`src/logic/drive_power_pkg.sv`:
```
`default_nettype none
package drive_power_pkg;

	// Object indices on the object access port
	localparam logic [15:0] IDX_COMMAND_WORD = 16'h6040;
	localparam logic [15:0] IDX_STATE_WORD   = 16'h6041;
	localparam logic [15:0] IDX_MODE_SELECT  = 16'h6060;
	localparam logic [15:0] IDX_MODE_DISPLAY = 16'h6061;

	// Command word bit positions
	localparam int CMD_SWITCH_ON   = 0;
	localparam int CMD_VOLTAGE     = 1;
	localparam int CMD_QUICK_STOP  = 2;
	localparam int CMD_ENABLE_OP   = 3;
	localparam int CMD_FAULT_RESET = 7;

	// State word images, bits 6,5,3..0 only
	localparam logic [15:0] SW_NOT_READY      = 16'h0000;
	localparam logic [15:0] SW_SWITCH_ON_DIS  = 16'h0040;
	localparam logic [15:0] SW_READY          = 16'h0021;
	localparam logic [15:0] SW_SWITCHED_ON    = 16'h0023;
	localparam logic [15:0] SW_OP_ENABLED     = 16'h0027;
	localparam logic [15:0] SW_QUICK_STOP     = 16'h0007;
	localparam logic [15:0] SW_FAULT_REACTION = 16'h000f;
	localparam logic [15:0] SW_FAULT          = 16'h0008;
	localparam logic [15:0] SW_STATE_MASK     = 16'h006f;

	// Reset values
	localparam logic [15:0] COMMAND_RESET = 16'h0000;
	localparam logic [7:0]  MODE_RESET    = 8'h00;

	// Pin input positions in the synchroniser vector
	localparam int PIN_TEST_DONE = 0;
	localparam int PIN_TEST_OK   = 1;
	localparam int PIN_FAULT     = 2;
	localparam int PIN_FATAL     = 3;
	localparam int PIN_COUNT     = 4;

	typedef enum logic [3:0] {
		ST_SELF_TEST,
		ST_NOT_READY,
		ST_SWITCH_ON_DISABLED,
		ST_READY,
		ST_SWITCHED_ON,
		ST_OP_ENABLED,
		ST_QUICK_STOP,
		ST_FAULT_REACTION,
		ST_FAULT
	} power_state_e;

endpackage : drive_power_pkg
`default_nettype wire

```
`src/logic/drive_power_state_machine.sv`:
```
`timescale 1ns/1ns
`default_nettype none
module drive_power_state_machine
	import drive_power_pkg::*;
(
	input  wire logic        CLOCK,
	input  wire logic        SYS_RST,
	input  wire logic        OBJ_WR,
	input  wire logic        OBJ_RD,
	input  wire logic [15:0] OBJ_INDEX,
	input  wire logic [15:0] OBJ_WDATA,
	input  wire logic        SELF_TEST_DONE,
	input  wire logic        SELF_TEST_OK,
	input  wire logic        FAULT_EVENT,
	input  wire logic        FATAL_ERROR,
	output logic      [15:0] OBJ_RDATA,
	output logic             OBJ_RVALID,
	output logic             OBJ_ERR,
	output logic      [15:0] POWER_STATE_WORD,
	output logic      [7:0]  ACTIVE_MODE,
	output logic             POWER_STAGE_ON
);
	import drive_power_pkg::*;

	////////////////////////////////////////////////////////////////////
	// Pin synchronisers
	logic [PIN_COUNT-1:0] pin_meta;
	logic [PIN_COUNT-1:0] pin_sync;
	logic [PIN_COUNT-1:0] pin_raw;

	assign pin_raw = {FATAL_ERROR, FAULT_EVENT, SELF_TEST_OK, SELF_TEST_DONE};

	always_ff @(posedge CLOCK) begin
		if (SYS_RST) begin
			pin_meta <= '0;
			pin_sync <= '0;
		end else begin
			pin_meta <= pin_raw;
			pin_sync <= pin_meta;
		end
	end

	logic test_done;
	logic test_ok;
	logic fault_in;
	logic fatal_in;
	assign test_done = pin_sync[PIN_TEST_DONE];
	assign test_ok   = pin_sync[PIN_TEST_OK];
	assign fault_in  = pin_sync[PIN_FAULT];
	assign fatal_in  = pin_sync[PIN_FATAL];

	////////////////////////////////////////////////////////////////////
	// Object storage
	logic [15:0] command_word;
	logic [15:0] command_prev;
	logic [7:0]  mode_request;
	logic [15:0] next_command_word;
	logic [7:0]  next_mode_request;
	logic [7:0]  next_active_mode;

	always_comb begin
		next_command_word = command_word;
		next_mode_request = mode_request;
		if (OBJ_WR && OBJ_INDEX == IDX_COMMAND_WORD)
			next_command_word = OBJ_WDATA;
		// No state check: mode may change at any time
		if (OBJ_WR && OBJ_INDEX == IDX_MODE_SELECT)
			next_mode_request = OBJ_WDATA[7:0];
		next_active_mode = mode_request;
	end

	always_ff @(posedge CLOCK) begin
		if (SYS_RST) begin
			command_word <= COMMAND_RESET;
			command_prev <= COMMAND_RESET;
			mode_request <= MODE_RESET;
			ACTIVE_MODE  <= MODE_RESET;
		end else begin
			command_word <= next_command_word;
			command_prev <= command_word;
			mode_request <= next_mode_request;
			ACTIVE_MODE  <= next_active_mode;
		end
	end

	////////////////////////////////////////////////////////////////////
	// Command decode; bits not listed here are never looked at
	logic b7;
	logic b3;
	logic b2;
	logic b1;
	logic b0;
	logic cmd_shutdown;
	logic cmd_switch_on;
	logic cmd_disable_voltage;
	logic cmd_quick_stop;
	logic cmd_enable_op;
	logic fault_reset_edge;
	logic quick_stop_release;

	assign b7 = command_word[CMD_FAULT_RESET];
	assign b3 = command_word[CMD_ENABLE_OP];
	assign b2 = command_word[CMD_QUICK_STOP];
	assign b1 = command_word[CMD_VOLTAGE];
	assign b0 = command_word[CMD_SWITCH_ON];

	assign cmd_shutdown        = !b7 && b2 && b1 && !b0;
	assign cmd_switch_on       = !b7 && !b3 && b2 && b1 && b0;
	assign cmd_enable_op       = !b7 && b3 && b2 && b1 && b0;
	assign cmd_disable_voltage = !b7 && !b1;
	assign cmd_quick_stop      = !b7 && !b2 && b1;
	// Edges only, so a held bit cannot retrigger
	assign fault_reset_edge = b7 && !command_prev[CMD_FAULT_RESET];
	assign quick_stop_release = !b7 && b3 && b1 && b0 && b2
		&& !command_prev[CMD_QUICK_STOP];

	////////////////////////////////////////////////////////////////////
	// Power state machine
	power_state_e state;
	power_state_e next_state;
	logic [15:0]  next_state_word;

	always_comb begin
		next_state = state;
		case (state)
			ST_SELF_TEST:
				if (test_done)
					next_state = test_ok ? ST_SWITCH_ON_DISABLED
						: ST_NOT_READY;
			ST_NOT_READY:
				next_state = ST_NOT_READY;
			ST_SWITCH_ON_DISABLED:
				if (cmd_shutdown)
					next_state = ST_READY;
			ST_READY:
				if (cmd_disable_voltage)
					next_state = ST_SWITCH_ON_DISABLED;
				else if (cmd_switch_on)
					next_state = ST_SWITCHED_ON;
			ST_SWITCHED_ON:
				if (cmd_disable_voltage)
					next_state = ST_SWITCH_ON_DISABLED;
				else if (cmd_shutdown)
					next_state = ST_READY;
				else if (cmd_enable_op)
					next_state = ST_OP_ENABLED;
			ST_OP_ENABLED:
				if (cmd_disable_voltage)
					next_state = ST_SWITCH_ON_DISABLED;
				else if (cmd_quick_stop)
					next_state = ST_QUICK_STOP;
				else if (cmd_shutdown)
					next_state = ST_READY;
				else if (cmd_switch_on)
					next_state = ST_SWITCHED_ON;
			ST_QUICK_STOP:
				if (cmd_disable_voltage)
					next_state = ST_SWITCH_ON_DISABLED;
				else if (quick_stop_release)
					next_state = ST_OP_ENABLED;
			// Braking is handled elsewhere; reaction ends at once
			ST_FAULT_REACTION:
				next_state = ST_FAULT;
			ST_FAULT:
				if (fault_reset_edge)
					next_state = ST_SWITCH_ON_DISABLED;
			default:
				next_state = ST_NOT_READY;
		endcase
		// Faults outrank commands; fatal outranks everything
		if (fault_in && state != ST_SELF_TEST && state != ST_NOT_READY
			&& state != ST_FAULT_REACTION && state != ST_FAULT)
			next_state = ST_FAULT_REACTION;
		if (fatal_in)
			next_state = ST_NOT_READY;
	end

	always_comb begin
		case (next_state)
			ST_SWITCH_ON_DISABLED: next_state_word = SW_SWITCH_ON_DIS;
			ST_READY:              next_state_word = SW_READY;
			ST_SWITCHED_ON:        next_state_word = SW_SWITCHED_ON;
			ST_OP_ENABLED:         next_state_word = SW_OP_ENABLED;
			ST_QUICK_STOP:         next_state_word = SW_QUICK_STOP;
			ST_FAULT_REACTION:     next_state_word = SW_FAULT_REACTION;
			ST_FAULT:              next_state_word = SW_FAULT;
			default:               next_state_word = SW_NOT_READY;
		endcase
	end

	always_ff @(posedge CLOCK) begin
		if (SYS_RST) begin
			state            <= ST_SELF_TEST;
			POWER_STATE_WORD <= SW_NOT_READY;
			POWER_STAGE_ON   <= 1'b0;
		end else begin
			state            <= next_state;
			POWER_STATE_WORD <= next_state_word;
			POWER_STAGE_ON   <= next_state == ST_OP_ENABLED
				|| next_state == ST_QUICK_STOP;
		end
	end

	////////////////////////////////////////////////////////////////////
	// Object reads, one cycle after the request
	logic [15:0] next_rdata;
	logic        next_rvalid;
	logic        next_err;

	always_comb begin
		next_rdata  = 16'h0000;
		next_rvalid = OBJ_RD;
		next_err    = 1'b0;
		case (OBJ_INDEX)
			IDX_COMMAND_WORD: next_rdata = command_word;
			IDX_STATE_WORD:   next_rdata = POWER_STATE_WORD;
			IDX_MODE_SELECT:  next_rdata = {8'h00, mode_request};
			IDX_MODE_DISPLAY: next_rdata = {8'h00, ACTIVE_MODE};
			default:          next_err   = OBJ_RD || OBJ_WR;
		endcase
		if (OBJ_WR && OBJ_INDEX == IDX_STATE_WORD)
			next_err = 1'b1;
		if (!OBJ_RD)
			next_rdata = 16'h0000;
	end

	always_ff @(posedge CLOCK) begin
		if (SYS_RST) begin
			OBJ_RDATA  <= 16'h0000;
			OBJ_RVALID <= 1'b0;
			OBJ_ERR    <= 1'b0;
		end else begin
			OBJ_RDATA  <= next_rdata;
			OBJ_RVALID <= next_rvalid;
			OBJ_ERR    <= next_err;
		end
	end

	////////////////////////////////////////////////////////////////////
	// Checks
	logic calm;
	assign calm = !fault_in && !fatal_in;
endmodule : drive_power_state_machine
`default_nettype wire

```
`config.mk`:
```
export PLATFORM = sky130hd
export DESIGN_NAME = drive_power_state_machine
export DESIGN_NICKNAME = d
export VERILOG_FILES = /design/src/logic/drive_power_pkg.sv /design/src/logic/drive_power_state_machine.sv
export SDC_FILE = /design/constraint.sdc
export NUM_CORES = 1
export LEC_CHECK = 0
export ABC_AREA = 1
export ABC_CLOCK_PERIOD_IN_PS = 1700
export BUFFER_PORTS_ARGS = -buffer_cell sky130_fd_sc_hd__buf_2
export CELL_PAD_IN_SITES_DETAIL_PLACEMENT = 0
export CELL_PAD_IN_SITES_GLOBAL_PLACEMENT = 1
export CORE_MARGIN = 10
export CORE_UTILIZATION = 37
export CTS_CLUSTER_DIAMETER = 100
export DETAILED_ROUTE_END_ITERATION = 7
export PLACE_DENSITY_LB_ADDON = 0.1
export SLEW_MARGIN = 30
export SYNTH_ARGS = -nofsm -noshare
export SYNTH_HDL_FRONTEND = slang
export SYNTH_SLANG_ARGS = --single-unit
```
`constraint.sdc`:
```
create_clock -name CLOCK -period 1.7 [get_ports CLOCK]
set_input_delay 0.085 -clock CLOCK [delete_from_list [all_inputs] [get_ports CLOCK]]
set_output_delay 0.085 -clock CLOCK [all_outputs]
set_load 0.03 [all_outputs]
```
* After elaboration in Yosys (flattened, before gate mapping)
Cells that the tools add are included.
** Word-level totals
- Flip-flop bits (word level) :: 87
- Input port bits :: 40
** Operators by class
- Equal/unequal tests :: 21
- Mux-type cells :: 21
- Bitwise operators :: 1
- Reduce and logical (&&, ||, !) cells :: 39
** Operator list (number)
- equality test 16 x 15 -> 1 bit (second input constant) :: 4
- one-hot mux 16 bit (4 select lines) :: 1
- 2-to-1 mux 4 bit :: 15
- one-hot mux 7 bit (7 select lines) :: 1
- equality test 4 x 3 -> 1 bit (second input constant) :: 8
- one-hot mux 4 bit (8 select lines) :: 1
- logical AND 1 bit :: 26
- equality test 4 x 2 -> 1 bit (second input constant) :: 4
- equality test 4 bit (second input constant) :: 2
- logical NOT 1 bit :: 7
- logical NOT 4 bit :: 1
- inequality test 4 x 1 -> 1 bit (second input constant) :: 1
- inequality test 4 x 3 -> 1 bit (second input constant) :: 1
- inequality test 4 bit (second input constant) :: 1
- nonzero test 4 bit :: 1
- OR reduction 4 bit :: 1
- logical OR 1 bit :: 2
- 2-to-1 mux 1 bit :: 2
- 2-to-1 mux 2 bit :: 1
- OR reduction 2 bit :: 1
- NOT 1 bit :: 1

* Longest topological paths before layout
- Word-level depth :: 14
- Gate-level depth with buffers :: 15
- Mapped depth without buffers :: 14

* Worst setup path after synthesis
No wires, ideal clock.
- Path kind :: register -> register
- From :: reg state[1]
- To :: reg POWER_STATE_WORD[2]
- Arrival :: 1.279 ns
- Data required time :: 1.584 ns
- Path slack :: 0.305 ns
- Stages on the path, launching flop included :: 10
- Path buffers :: 1
- Period minus slack after synthesis :: 1.395 ns
- Cell sequence :: dfxtp_1 buf_6 nor2_2 nor2_1 nor3_2 nand2_1 nor3_2 nand2_2 o21ai_2 inv_1
** Between the ends
- Cells in the longest elaborated chain, start to end :: 9
** Ends and longest elaborated chain
- start, declared :: line drive_power_state_machine.sv:119 : power_state_e state;
- start signal, assigned :: line drive_power_state_machine.sv:197 : state <= next_state;
- 2-to-1 mux 4 bit / nonzero test 4 bit (equally long branches) :: line drive_power_state_machine.sv:138, drive_power_state_machine.sv:154, drive_power_state_machine.sv:171
- 2-to-1 mux 4 bit / logical AND 1 bit (equally long branches) :: line drive_power_state_machine.sv:152, drive_power_state_machine.sv:171
- 2-to-1 mux 4 bit / logical AND 1 bit (equally long branches) :: line drive_power_state_machine.sv:150, drive_power_state_machine.sv:171
- 2-to-1 mux 4 bit / logical AND 1 bit (equally long branches) :: line drive_power_state_machine.sv:148, drive_power_state_machine.sv:172
- one-hot mux 4 bit (8 select lines) / logical AND 1 bit (equally long branches) :: line drive_power_state_machine.sv:125, drive_power_state_machine.sv:172
- 2-to-1 mux 4 bit (*) :: line drive_power_state_machine.sv:171 : if (fault_in && state != ST_SELF_TEST && state != ST_NOT_READY
- 2-to-1 mux 4 bit (*) :: line drive_power_state_machine.sv:174 : if (fatal_in)
- equality test 4 bit, or another cell as far along :: line drive_power_state_machine.sv:179 : case (next_state)
- one-hot mux 7 bit (7 select lines) (*) :: line drive_power_state_machine.sv:179
- end signal, assigned :: line drive_power_state_machine.sv:198 : POWER_STATE_WORD <= next_state_word;
- end, declared :: line drive_power_state_machine.sv:19 : output logic [15:0] POWER_STATE_WORD,
Every way passes the cells marked *; elsewhere a longest branch is shown, timed or not.
A chain may end at the register's enable or synchronous reset.

* Final worst setup path
- From :: reg command_word[7]
- To :: reg POWER_STAGE_ON
** Between the ends
- Cells in the longest elaborated chain, start to end :: 14
** Ends and longest elaborated chain
- start, declared :: line drive_power_state_machine.sv:54 : logic [15:0] command_word;
- start signal, assigned :: line drive_power_state_machine.sv:79 : command_word <= next_command_word;
- logical NOT 1 bit
- logical AND 1 bit (4 in a row) :: line drive_power_state_machine.sv:108 : assign cmd_switch_on = !b7 && !b3 && b2 && b1 && b0;
- 2-to-1 mux 4 bit :: line drive_power_state_machine.sv:138, drive_power_state_machine.sv:154
- 2-to-1 mux 4 bit :: line drive_power_state_machine.sv:152 : else if (cmd_shutdown)
- 2-to-1 mux 4 bit :: line drive_power_state_machine.sv:150 : else if (cmd_quick_stop)
- 2-to-1 mux 4 bit :: line drive_power_state_machine.sv:148 : if (cmd_disable_voltage)
- one-hot mux 4 bit (8 select lines) (*) :: line drive_power_state_machine.sv:125 : case (state)
- 2-to-1 mux 4 bit (*) :: line drive_power_state_machine.sv:171
- 2-to-1 mux 4 bit (*) :: line drive_power_state_machine.sv:174
- equality test 4 x 3 -> 1 bit (on tied branches) :: line drive_power_state_machine.sv:199, drive_power_state_machine.sv:200
- logical OR 1 bit (*) :: line drive_power_state_machine.sv:200 : || next_state == ST_QUICK_STOP;
- end signal, assigned :: line drive_power_state_machine.sv:199 : POWER_STAGE_ON <= next_state == ST_OP_ENABLED
- end, declared :: line drive_power_state_machine.sv:21 : output logic POWER_STAGE_ON
Marked as above.

==> flow_metrics.py <==
metrics = {
    "setup_path": {
        "required_ns": 1.94,
        "path_delay_family": "simple AND/OR/NAND/NOR gates",
        "path_class": "reg -> reg",
        "cp_max_fo": 5,
        "rrSetupSlack_ns": 0.14,
        "crit_buf_inv": 3,
        "path_cells": "inv_1, nor2_2, nand3_1, nand2_1, inv_1, nand2_1, nor2_1, nand2_1, nand2_1, nand2_2, inv_2, nor2_1, nor2_2",
        "path_depth": 13,
        "cpMaxStageDelayCell": "dfxtp_1",
        "worstSetupEndpointType": "flop",
        "reg2reg_from": "command_word[7]",
        "crit_path_max_incr_delay_ns": 0.39,
        "worstRegToRegCells": 13,
        "arrival_ns": 1.80,
        "crit_top_cell": "nand2_1",
        "reg2reg_to": "POWER_STAGE_ON",
        "critPathLaunch": "command_word[7]",
        "endpoint": "POWER_STAGE_ON",
        "startpoint_type": "flop",
    },
    "logic_synthesis": {
        "ys_seq_area_frac": 0.4622,
        "yosysUniqueCellTypes": 33,
        "syn_area_sq_mm": 0.003075,
        "syn-instance-count": 402,
        "synth_top_area_cell": "dfxtp_1",
        "synth_top_area_share": 0.4622,
        "synth_warnings": 0,
        "ys_seq_elements": 71,
        "synth_area_leaders": "dfxtp_1 (46%), nor2_1 (11%), inv_1 (8.8%)",
        "syn_avg_cell_area_sq_um": 7.650,
    },
    "power": {
        "swShare": 0.2380,
        "p_int_mw": 2.696,
        "totalPowerFinal_mw": 3.538,
        "clkPwrFrac": 0.435,
        "p_sw_mw": 0.8420,
        "leakagePower_nw": 1.749,
        "combPwrFrac": 0.082,
        "seqPwrFrac": 0.483,
        "peakVddDrop_v": 0.0003727,
        "power_density_mw_per_mm2": 925.6,
    },
    "clock_network": {
        "cts_tree": "built",
        "cts_root_buf": "clkbuf_8",
        "cts_setup_buffers": 0,
        "clkSinkCount": 71,
        "insertion_delay_ns": 0.34,
        "clk_pin_slew_ns": 0.08,
        "clock_path_buffers": 2,
        "cts_buffers": 9,
        "htreeDepth": 3,
    },
    "finish": {
        "postLayoutCellArea_sq_mm": 0.003822,
        "fin_nets": 522,
        "area_growth_pct": 24.29,
        "diodes": 0,
        "layout-drive-gt1-share": 0.2936,
        "layout.cells.most_common": "nor2_1",
        "final_cell_mix": "nor2_1 (86), buf_2 (72), inv_1 (71)",
        "final_util": 0.4699,
    },
    "grt": {
        "gr-usage-all-layers": 0.1265,
        "grt_use_met3": 0.04275,
        "grt_pass1_vias": 2630,
        "grt_pass1_wl_mm": 12.89,
        "busiest_layer": "met2",
        "use_met2": 0.1895,
        "grt_antenna_before_repair": 0,
        "grt_start_max_net_pins": 21,
        "gr-usage-met1": 0.1578,
        "overflow": 0,
    },
    "floorplan": {
        "rows": 33,
        "fp.dieH_um": 111.2,
        "coreArea_sq_mm": 0.008134,
        "die-area_sq_mm": 0.01236,
        "ios": 83,
        "start_util": 0.3781,
        "dieWidth_um": 111.2,
    },
    "route": {
        "drtIter0Drc": 58,
        "wl_per_cell_um": 13.01,
        "avgViaCountPerCell": 4.382,
        "postRouteAntennaNets": 0,
        "totalWireLength_mm": 7.702,
        "vias": 2594,
        "drc": 0,
        "drt-pass1-iter-count": 4,
    },
    "timing": {
        "slew_viol_final": 0,
        "fin_crit_ns": 1.557,
        "timing.hold.ws_ns": 0.02445,
        "finalCritPeriodShare": 0.9157,
        "fin_skew_ns": 0.01015,
        "fmax_ghz": 0.6424,
        "finalSetupViolCount": 0,
        "hold_viol_final": 0,
        "layout_setup_ws_ns": 0.1432,
        "grt_setup_unrepaired": "yes",
    },
    "outcome": {
        "status": "complete, no violations",
    },
    "place": {
        "portBuffers": 72,
        "globalplace.congestion": 0.8161,
        "dpl-instance-area_sq_mm": 0.003515,
        "dpl_worst_slack_ns": 0.06869,
        "dp_hpwl_mm": 5.796,
    },
    "worst_hold_path": {
        "hp-class": "in -> reg",
    },
    "flow_run": {
        "maxCapViolations": 0,
    },
}
==> power groups by stage <==
stage	registers [mW]	clock network [mW]	logic, mW
final	1.71	1.54	0.292
after global routing	1.71	1.66	0.325
after CTS	1.71	1.59	0.292
after detailed placement	1.74	0	0.284
after global placement	1.74	0	0.285
after floorplan	1.75	0	0.204
==> metrics by stage <==
step	TNS, ns	instances
2_1_floorplan	0	411
3_3_place_gp	0	572
3_5_place_dp	0	572
4_1_cts	0	592
5_1_grt	-0.01448	592
6_report	0	592
==> per-layer routing <==
layer  part of all wire  vias to the layer above
li1                   -                     1393
met1               0.49                     1127
met2               0.43                       61
met3              0.056                       13
met4              0.023                        0
met5                  0                        -
==> Yosys cell counts (all sizes together) <==
cell type,n
a211oi,24
a21oi,3
buf,12
clkbuf,11
conb,1
dfxtp,71
inv,81
nand2,39
nand3,14
nand3b,3
nand4,6
nor2,102
nor3,13
nor4,1
o21ai,6
o22a,1
o22ai,14
==> registers in the layout, indices dropped and copies added (netlist names) <==
register and count:
state 4, POWER_STAGE_ON 1, command_prev 2, OBJ_ERR 1
OBJ_RDATA 16, command_word 16, POWER_STATE_WORD 6, pin_meta 4
ACTIVE_MODE 8, mode_request 8, OBJ_RVALID 1, pin_sync 4
==> cell families (layout without fill, tap and decap cells) <==
kind of cell,Yosys count,in the layout,share of synthesized area
simple gates,178,178,0.2836
compound gates,48,48,0.1082
flops,71,71,0.4622
buf+inv,104,180,0.1448
other cells,1,10,0.001219
==> worst min-delay path, stage by stage <==
cell      delay (ns)
buf_2           0.10
nor2_1          0.09
a211oi_1        0.04
==> worst min path at each step <==
stage | cells past startpoint | to | slack (ns) | startpoint
after floorplan | 2 | pin_meta[0] | 0.19 | SELF_TEST_DONE
after global placement | 3 | pin_meta[2] | 0.28 | FAULT_EVENT
after detailed placement | 3 | pin_meta[2] | 0.29 | FAULT_EVENT
after CTS | 3 | mode_request[4] | 0.007 | OBJ_WDATA[4]
after global routing | 3 | command_word[10] | 0.03 | OBJ_WDATA[10]
final | 3 | mode_request[4] | 0.02 | OBJ_WDATA[4]
==> layout make-up <==
class,instances,area [sq um]
clock buffers,12,155.1
well taps,105,131.4
clock inverters,4,77.57
fillers,864,4312
repair buffers,83,452.9
flip-flops and latches,71,1430
multi-input cells,236,1269
inverters,81,306.5
==> repair_timing <==
item	4_1_cts	5_1_grt
hold buffers	4	0
endpoints found under the setup margin	0	6
gates resized for setup	0	14
endpoints found under the hold margin	4	0
Power figures use the tool's default switching activity.
